<file path="src/core/adt_pkg.sv">
// package of constants and carrier types for the gain-control dwell timer
package adt_pkg;

    // ****************************************
    // clock and timing
    // ****************************************
    localparam int unsigned REF_CLK_HZ = 20000000;
    localparam int unsigned REF_CLK_PERIOD_NS = 50;
    localparam int CNT_W = 24;
    localparam logic [4:0] EXP_MIN = 5'h0B;
    localparam logic [4:0] EXP_STEP = 5'h02;
    localparam logic [2:0] CODE_OFF = 3'h0;
    localparam int SYNC_STAGES = 3;
    localparam int TRACK_PULSE_CYCLES = 1;

    // ****************************************
    // reset values
    // ****************************************
    localparam logic [CNT_W-1:0] CNT_RST = 24'h000000;
    localparam logic RST_ATTEN = 1'b0;

    // ****************************************
    // types
    // ****************************************
    typedef enum logic [1:0] {
        ADT_HIGH_GAIN,
        ADT_LOW_HOLD,
        ADT_LOW_DWELL
    } adt_state_e;

    typedef struct packed {
        logic hold_select_msb;
        logic hold_select_mid;
        logic hold_select_lsb;
    } adt_select_s;

    typedef struct packed {
        logic above_upper;
        logic below_lower;
    } adt_level_s;

    typedef struct packed {
        logic atten_on;
        logic peak_track;
    } adt_ctrl_s;

endpackage

</file>
<file path="src/core/adt_dwell_timer.sv">
// gain-control dwell timer: attenuator sequencing with programmable hold
`timescale 1ns/1ps

module adt_dwell_timer
(
    input wire logic i_ref_clk,
    input wire logic i_rst,
    input wire adt_pkg::adt_select_s i_select,
    input wire adt_pkg::adt_level_s i_level,
    output adt_pkg::adt_ctrl_s o_ctrl
);
    import adt_pkg::*;

    typedef struct packed {
        adt_state_e fsm;
        logic [CNT_W-1:0] count;
        logic [2:0] code;
        logic atten_on;
        logic peak_track;
        logic [3:0] track_left;
    } adt_core_s;

    adt_core_s state_reg;
    adt_core_s state_next;

    // one synchroniser per select pin; their count is the carrier's width, not the stage count
    localparam int SEL_W = $bits(adt_select_s);
    // the track request is held this many cycles after its first; the peak detectors stretch it further
    localparam logic [3:0] TRACK_LEFT_START = 4'(TRACK_PULSE_CYCLES - 1);

    // ****************************************
    // internal signals
    // ****************************************
    logic [SEL_W-1:0] pins_raw;
    logic [SEL_W-1:0] pins_sync;
    logic above_sync;
    logic below_sync;
    logic [4:0] exponent;
    logic [CNT_W-1:0] terminal;
    logic code_off;
    logic dwell_done;
    logic level_back;

    // ****************************************
    // pin synchronisers
    // ****************************************
    assign pins_raw = {i_select.hold_select_msb, i_select.hold_select_mid, i_select.hold_select_lsb};

    genvar gi;
    generate
        for (gi = 0; gi < SEL_W; gi++)
        begin : g_sel_sync
            adt_sync u_sync
            (
                .i_ref_clk(i_ref_clk),
                .i_rst(i_rst),
                .i_async(pins_raw[gi]),
                .o_level(pins_sync[gi])
            );
        end
    endgenerate

    // comparator outputs come from the analog detector, so they are synchronised too
    adt_sync u_sync_above
    (
        .i_ref_clk(i_ref_clk),
        .i_rst(i_rst),
        .i_async(i_level.above_upper),
        .o_level(above_sync)
    );

    adt_sync u_sync_below
    (
        .i_ref_clk(i_ref_clk),
        .i_rst(i_rst),
        .i_async(i_level.below_lower),
        .o_level(below_sync)
    );

    // ****************************************
    // dwell length decode
    // ****************************************
    // one exponent per code, rising in steps of two; code zero never reaches the counter
    always_comb
    begin
        unique case (state_reg.code)
            3'h0: exponent = EXP_MIN;
            3'h1: exponent = EXP_MIN;
            3'h2: exponent = EXP_MIN + EXP_STEP;
            3'h3: exponent = EXP_MIN + 5'h02 * EXP_STEP;
            3'h4: exponent = EXP_MIN + 5'h03 * EXP_STEP;
            3'h5: exponent = EXP_MIN + 5'h04 * EXP_STEP;
            3'h6: exponent = EXP_MIN + 5'h05 * EXP_STEP;
            3'h7: exponent = EXP_MIN + 5'h06 * EXP_STEP;
        endcase
    end
    // the count runs 0 .. 2^K-1, so expiry lands exactly 2^K clocks after ADT_LOW_DWELL is entered
    assign terminal = CNT_W'((25'h0000001 << exponent) - 25'h0000001);

    // ****************************************
    // sequencing conditions
    // ****************************************
    assign code_off = (state_reg.code == CODE_OFF);
    // >= rather than ==: a code shortened in mid-dwell must not leave the count running past its end
    assign dwell_done = (state_reg.count >= terminal);
    // the comparator result is already filtered, so one low sample ends the dwell
    assign level_back = !below_sync;

    // ****************************************
    // sequencing
    // ****************************************
    always_comb
    begin
        state_next = state_reg;
        // the code register adds one stage so that the decode sees a single settled value
        state_next.code = pins_sync;
        state_next.peak_track = 1'b0;
        if (code_off)
        begin
            // disabled: hold high gain, abandon any dwell in progress
            state_next.fsm = ADT_HIGH_GAIN;
            state_next.atten_on = 1'b0;
            state_next.count = CNT_RST;
        end
        else
        begin
            unique case (state_reg.fsm)
                ADT_HIGH_GAIN:
                begin
                    // full gain; only the upper comparator matters here
                    if (above_sync)
                    begin
                        state_next.fsm = ADT_LOW_HOLD;
                        state_next.atten_on = 1'b1;
                    end
                end
                ADT_LOW_HOLD:
                begin
                    // attenuated, waiting for the level to sink below the low threshold
                    if (below_sync)
                    begin
                        state_next.fsm = ADT_LOW_DWELL;
                        state_next.count = CNT_RST;
                    end
                end
                ADT_LOW_DWELL:
                begin
                    // counting the hold; the low comparator must stay set throughout
                    if (level_back)
                    begin
                        // level recovered: count abandoned, restarts at next drop
                        state_next.fsm = ADT_LOW_HOLD;
                        state_next.count = CNT_RST;
                    end
                    else if (dwell_done)
                    begin
                        state_next.fsm = ADT_HIGH_GAIN;
                        state_next.atten_on = 1'b0;
                        state_next.count = CNT_RST;
                    end
                    else
                    begin
                        state_next.count = state_reg.count + 24'h000001;
                    end
                end
                default:
                begin
                    // the unused state code falls back to high gain rather than locking up
                    state_next.fsm = ADT_HIGH_GAIN;
                    state_next.atten_on = 1'b0;
                    state_next.count = CNT_RST;
                end
            endcase
        end
        // a change of gain (re)starts the track request, so back-to-back changes merge into one
        if (state_next.atten_on != state_reg.atten_on)
        begin
            state_next.peak_track = 1'b1;
            state_next.track_left = TRACK_LEFT_START;
        end
        else if (state_reg.track_left != 4'h0)
        begin
            state_next.peak_track = 1'b1;
            state_next.track_left = state_reg.track_left - 4'h1;
        end
    end

    // ****************************************
    // state register
    // ****************************************
    always_ff @(posedge i_ref_clk)
    begin
        if (i_rst)
        begin
            state_reg.fsm <= ADT_HIGH_GAIN;
            state_reg.count <= CNT_RST;
            state_reg.code <= CODE_OFF;
            state_reg.atten_on <= RST_ATTEN;
            state_reg.peak_track <= 1'b0;
            state_reg.track_left <= 4'h0;
        end
        else
        begin
            state_reg <= state_next;
        end
    end

    // ****************************************
    // outputs
    // ****************************************
    assign o_ctrl.atten_on = state_reg.atten_on;
    assign o_ctrl.peak_track = state_reg.peak_track;
endmodule // adt_dwell_timer

</file>
<file path="src/core/adt_sync.sv">
// three-stage synchroniser with agreement filter for one pin
`timescale 1ns/1ps
module adt_sync
(
    input wire logic i_ref_clk,
    input wire logic i_rst,
    input wire logic i_async,
    output logic o_level
);
    import adt_pkg::*;

    typedef struct packed {
        logic [SYNC_STAGES-1:0] pipe;
        logic level;
    } adt_sync_s;

    adt_sync_s state_reg;
    adt_sync_s state_next;

    // ****************************************
    // next state
    // ****************************************
    always_comb
    begin
        state_next = state_reg;
        state_next.pipe = {state_reg.pipe[SYNC_STAGES-2:0], i_async};
        // stage 0 is only read by stage 1; stages 1 and 2 must agree
        if (state_reg.pipe[1] == state_reg.pipe[2])
        begin
            state_next.level = state_reg.pipe[2];
        end
    end

    always_ff @(posedge i_ref_clk)
    begin
        if (i_rst)
        begin
            state_reg <= '0;
        end
        else
        begin
            state_reg <= state_next;
        end
    end

    assign o_level = state_reg.level;
endmodule // adt_sync
</file>
<file path="config.mk">
export PLATFORM = sky130hd
export DESIGN_NAME = adt_dwell_timer
export DESIGN_NICKNAME = d
export VERILOG_FILES = /design/src/core/adt_pkg.sv /design/src/core/adt_dwell_timer.sv /design/src/core/adt_sync.sv
export SDC_FILE = /design/constraint.sdc
export NUM_CORES = 1
export LEC_CHECK = 0
export BUFFER_PORTS_ARGS = -buffer_cell sky130_fd_sc_hd__clkbuf_2
export CAP_MARGIN = 10
export CORE_MARGIN = 2
export CORE_UTILIZATION = 50
export DETAILED_ROUTE_END_ITERATION = 8
export GPL_TIMING_DRIVEN = 0
export PLACE_DENSITY = 0.66
export REMOVE_ABC_BUFFERS = 1
export SLEW_MARGIN = 25
export SYNTH_ARGS = -nofsm -noshare
export SYNTH_HDL_FRONTEND = slang
export SYNTH_SLANG_ARGS = --single-unit
</file>
<file path="constraint.sdc">
create_clock -name i_ref_clk -period 3.85 [get_ports i_ref_clk]
set_clock_uncertainty 0.05 [all_clocks]
set_input_delay 0 -clock i_ref_clk [delete_from_list [all_inputs] [get_ports i_ref_clk]]
set_output_delay 0 -clock i_ref_clk [all_outputs]
set_load 0.05 [all_outputs]
</file>
==> run metrics, run 1 <==
outcome finished clean; fin area 0.00341 mm^2; Die ar. 0.00671 mm^2; vias in the first global route 2121; r2r worst-path depth 14; area share of the largest cell type after synthesis 38.9%; Final Hold Viols 0; worst skew pair latency 330 ps; Leakage 1.33 nW; Crit Path Category reg -> reg; setup violators final 0; simple-gate area share of the yosys netlist 24.8%; GRT Total Usage 18.3%; Routed WL 5.64 mm; XOR/XNOR Fraction of Synth Area 6.63%; grt ovf 0; Placed Area 0.00312 mm^2; CP arrival 3700 ps; placed insts 424; fin. max-slew vios 0; syn_area_per_cell 8.53 um^2; EDFF count, synth 0; #FFs+latches synth 59; cell count after synthesis 356; vias 2433; Cell variety after synth 44; peak fanout along the critical path 18; CTS sink count 59; IO Port Bufs 8; DRT Pass-1 Iters 5; Post-synth ARST share 0%; row count 28; DIE HEIGHT 81.9 um; TritonCTS clock tree yes; portion of netlist area occupied by mux cells 0.330%; drt via density 5.47; complex-gate fraction of the synthesized area 14.3%; largest area contributor in the netlist dfxtp_1; Reg-to-Reg End state_reg[26]; Final Non-Filler Cells 445; fin crit period 3550 ps; CP Capture Type register; register area share after synthesis 38.9%; IO Count 9; Peak Freq 282 MHz; r2r setup slk 300 ps; largest net degree at the start of global routing 30; Worst Hold Class in -> reg; Initial Util 51.6%; Max transition margin 55.8%; HPWL after detailed placement 3.87 mm; Power Dens Cells 404 mW/mm^2; CTS clk-pin slew, worst paths 70 ps; max reg flops 33; share of layout cells above drive strength 1 10.3%; routability cong. 0.803; crit share post-route 92.2%; final setup TNS 0 ps; Avg WL per Cell 12.7 um; WP data required 4000 ps; die width 81.9 um; worst-margin pin slew 659 ps; antenna-violating nets left 0; VDD IR max 0.000373 V; Synth area leaders dfxtp_1 (39%), ha_1 (11%), nor3_1 (5.1%), a21oi_1 (4.8%), xor2_1 (4.6%); Core Region 0.00589 mm^2; Hold Path End o_ctrl[0]; H-tree depth 3; Top FF cell, synth dfxtp_1; First DRT Iteration DRCs 81; Synthesis Warnings 0; most common cell in the netlist dfxtp_1; Hold Crit Start i_rst; Critical R2R Launch exponent[4]; buffers from clock root to sink, at most 2; residual DRC count 0; initial antenna violation count 0; first-pass GRT wire length 9.38 mm; total CTS buffers 9; maxcap violations 0; CP Launch Type register; Post-Synth Adder-Cell Area 11.1%; mapped cell area 0.00304 mm^2; Root Driver clkbuf_8; Synth top cells by count dfxtp_1 (59), nand2_1 (35), nor3_1 (31), a21oi_1 (29), ha_1 (27); Layout area overhead 12.3%; Worst Hold Depth 2; NumNets Final 400; ANT cells 0; RSZ-0062 raised after global routing no; combinational family with the most area after synthesis simple AND/OR/NAND/NOR gates
## layout by cell type (no fill, tap or decap), types with 3 or more instances in the layout
cell	netlist	final
o21a_1	3	3
nand3_1	11	11
dfxtp_1	59	57
clkbuf_2	0	8
a21o_1	4	4
clkbuf_8	0	11
inv_1	13	13
nor3_1	31	30
xnor2_1	7	7
or3_1	3	3
nand2_1	35	35
dlygate4sd3_1	0	5
nor2b_1	22	22
ha_1	27	27
and3_1	4	4
nor2_1	20	20
a21oi_1	29	28
nand4_1	7	7
or2_2	3	3
and2_1	4	4
o21ai_0	13	13
xor2_1	16	16
## timing repair
action                                  CTS  global route
endpoints found under the hold margin     5             0
endpoints found under the setup margin   20            27
pin swaps                                 1             0
resized for setup                         2             5
setup buffers                             1             0
hold buffers                              5             0
## where the power goes
group / switching [W] / internal, W
clock network: 0.000238 / 0.000329
logic: 0.0000775 / 0.0000705
registers: 0.0000193 / 0.000642
## final cells by class
type                       count  area, um^2
sequential                    59        1180
fill                         541        2470
clock buffer                  11         151
timing repair buffer          15         109
inverter                      13        48.8
tap                           75        93.8
clock inverter                 4        50.0
multi-input combinational    268        1770
## stage by stage
| step | worst slack, ps | total power [W] | hold WS (ps) | utilization [%] |
|---|---|---|---|---|
| final | 301 | 0.00138 | 159 | 58.0 |
| after floorplan | 33.4 | 0.000789 | 19.1 | - |
| after global routing | 23.2 | 0.00144 | 207 | 58.0 |
| after detailed placement | -323 | 0.000819 | 164 | 52.9 |
| after global placement | -945 | 0.000815 | 163 | 52.7 |
| after CTS | 83.8 | 0.00139 | 156 | 57.6 |
## worst max-delay path, cell delays in order, from the launching register on
cell	delay, ps
dfxtp_2	420
nor3_2	260
nand2b_1	110
ha_1	290
nor4b_2	230
a21oi_1	80
o22a_1	210
ha_1	300
nand4_1	220
nor4_4	370
o2111ai_2	170
o2111a_1	240
a21oi_4	190
buf_4	200
nor3_1	60
## metal layers
layer | part of all wire [%] | GRT usage [%]
met5 | 0 | 0
met4 | 1.4 | 7.50
met3 | 2.9 | 4.62
met2 | 49 | 32.0
met1 | 47 | 21.2
## how the worst max path moves through the flow
stage / cells past startpoint / startpoint / endpoint / slack (ps)
final: 14 / exponent[4] / state_reg[26] / 300
after global routing: 14 / exponent[4] / state_reg[29] / 20
after CTS: 14 / exponent[4] / state_reg[26] / 80
after detailed placement: 14 / exponent[4] / state_reg[23] / -320
after global placement: 13 / exponent[4] / state_reg[30] / -950
after floorplan: 13 / exponent[4] / state_reg[13] / 30
## cells by family after synthesis
group	count (synthesis)
simple gates	149
compound gates	68
flops	59
buf+inv	29
fa+ha+maj	27
xor+xnor	23
mux	1
(Power assumes the default switching activity.)
==> run 2: changes to the inputs <==
Settings changed: PLACE_DENSITY 0.66 to not set, PLACE_DENSITY_LB_ADDON set to 0.2, SLEW_MARGIN 25 to not set.
==> run metrics, run 2 (synthesis results as in run 1) <==
Routed WL 5.73 mm (+1.5%); r2r worst-path depth 14 (unchanged); worst skew pair latency 330 ps (about the same); Final Hold Viols 0 (unchanged); H-tree depth 3 (unchanged); stages on the worst setup path 14 (unchanged); crit share post-route 92.3% (about the same); TritonCTS clock tree yes; outcome finished clean; grt ovf 0 (unchanged); fin. max-slew vios 0 (unchanged); drt via density 5.45 (-0.29%); routability cong. 0.812 (+1.1%); vias in the first global route 2312 (+9.0%); worst-margin pin slew 596 ps (-62.7 ps); CTS clk-pin slew, worst paths 60 ps (about the same); IO Count 9 (unchanged); post-CTS setup buffers 0 (-1); Leakage 1.33 nW (+0.40%); row count 28 (unchanged); Worst Hold Class in -> reg; CP Capture Type register; VDD IR max 0.000338 V (-9.4%); Final Non-Filler Cells 443 (-0.45%); CP max-delay cell dfxtp_2; Sequential cell area 0.00118 mm^2 (unchanged); fin crit period 3550 ps (+2.69 ps); largest net degree at the start of global routing 30 (unchanged); CP arrival 3690 ps (about the same); WP data required 3990 ps (about the same); initial antenna violation count 0 (unchanged); leading cell type in the layout, fill and taps excluded dfxtp_1; Peak Freq 282 MHz (about the same); Crit. Startpoint exponent[4]; CP Launch Type register; First DRT Iteration DRCs 90 (+11%); Power Total 0.00143 W (+3.9%); total CTS buffers 9 (unchanged); Reg-to-Reg End state_reg[31]; residual DRC count 0 (unchanged); final setup TNS 0 ps (unchanged); NumNets Final 399 (-0.25%); highest-count cells in the layout ignoring fill and taps dfxtp_1 (57), nand2_1 (35), nor3_1 (30); kind of cell adding the most delay to the critical path simple AND/OR/NAND/NOR gates; Crit Path Category reg -> reg; Root Driver clkbuf_8; DIE HEIGHT 81.9 um (unchanged); RSZ-0062 raised after global routing no; ANT cells 0 (unchanged); Layout area overhead 12.2%; maxcap violations 0 (unchanged); Buf/Inv on CP 1 (unchanged); buffers from clock root to sink, at most 2 (unchanged); HPWL after detailed placement 3.96 mm (+2.4%); max reg flops 33 (unchanged); setup violators final 0 (unchanged); Worst Hold Depth 2 (unchanged); Power Dens Cells 420 mW/mm^2 (+4.0%); CP most frequent cell ha_1; r2r setup slk 300 ps (about the same); antenna-violating nets left 0 (unchanged); Max transition margin 60.0% (+4.2 points); share of layout cells above drive strength 1 9.24% (-1.0 points); first-pass GRT wire length 9.66 mm (+2.9%); Critical Path End state_reg[31]; die width 81.9 um (unchanged); filler instances 523 (-3.3%); peak fanout along the critical path 20 (+2); DRT Pass-1 Iters 4 (-1); Core Region 0.00589 mm^2 (unchanged); CP max stage delay 420 ps (about the same); IO Port Bufs 8 (unchanged); Avg WL per Cell 12.9 um (+2.0%); GRT Total Usage 18.8% (+0.49 points); placed insts 424 (unchanged); Initial Util 51.6% (unchanged); vias 2415 (-0.74%); Critical R2R Launch exponent[4]; CTS sink count 59 (unchanged); Die ar. 0.00671 mm^2 (unchanged); worst-path cell chain nor3_2, nand2_1, ha_1, nor4b_1, a21oi_1, o22a_1, ha_1, nand4_1, nor4_4, o2111ai_2, o2111a_1, a21oi_2, buf_8, nor3_1; area used by multi-input combinational logic 0.00176 mm^2 (-0.78%)
run 2: repair_timing:
action / in CTS / in global routing
hold buffers: 5 / 0
endpoints found under the hold margin: 5 / 0
gates resized for setup: 1 / 4
endpoints found under the setup margin: 20 / 24
run 2: through the flow:
step / hold WS [ps] / setup slack, ps / instance area, um^2 / utilization [%]
global placement: 158 / -953 / 3100 / 52.7
floorplan: 19.1 / 33.4 / 2970 / -
detailed placement: 169 / -14.0 / 3120 / 53.0
finish: 153 / 298 / 3410 / 57.9
global route: 206 / 23.3 / 3410 / 57.9
CTS: 163 / 75.3 / 3390 / 57.6
run 2: worst min-delay path by stage:
stage / from / endpoint / slack (ps)
after global routing: i_rst / u_sync_below.state_next[2] / 210
after CTS: i_rst / g_sel_sync[0].u_sync.o_level / 160
final: i_rst / u_sync_above.o_level / 150
after detailed placement: i_level[0] / u_sync_below.state_next[2] / 170
after global placement: i_select[0] / g_sel_sync[0].u_sync.state_next[2] / 160
after floorplan: i_rst / g_sel_sync[0].u_sync.o_level / 20
run 2: metal layers:
layer | vias to the layer above | GRT usage [%] | wire [um]
met5 | - | 0 | 0
met4 | 0 | 9.33 | 100
met3 | 11 | 3.96 | 142
met2 | 22 | 33.3 | 2760
met1 | 1119 | 21.2 | 2720
li1 | 1263 | - | -
run 2: cell type report:
cell class / instances / area share (%)
clock inverters: 2 / 1.76
inverters: 13 / 1.43
multi-input cells: 268 / 51.7
well taps: 75 / 2.75
flip-flops and latches: 59 / 34.7
repair buffers: 14 / 3.08
clock buffers: 12 / 4.55
run 2: worst register-to-register path: cells and delay by family, from the launching register on:
| family | cells | cell delay [ps] |
|---|---|---|
| flops | 1 | 420 |
| simple gates | 6 | 1300 |
| fa+ha+maj | 2 | 590 |
| compound gates | 5 | 860 |
| buf+inv | 1 | 200 |
run 2: power by group:
group	leakage [nW]	switching (W)	internal, W
Clock	0.109	0.000227	0.000393
Combinational	0.744	0.0000784	0.0000705
Sequential	0.479	0.0000189	0.000642
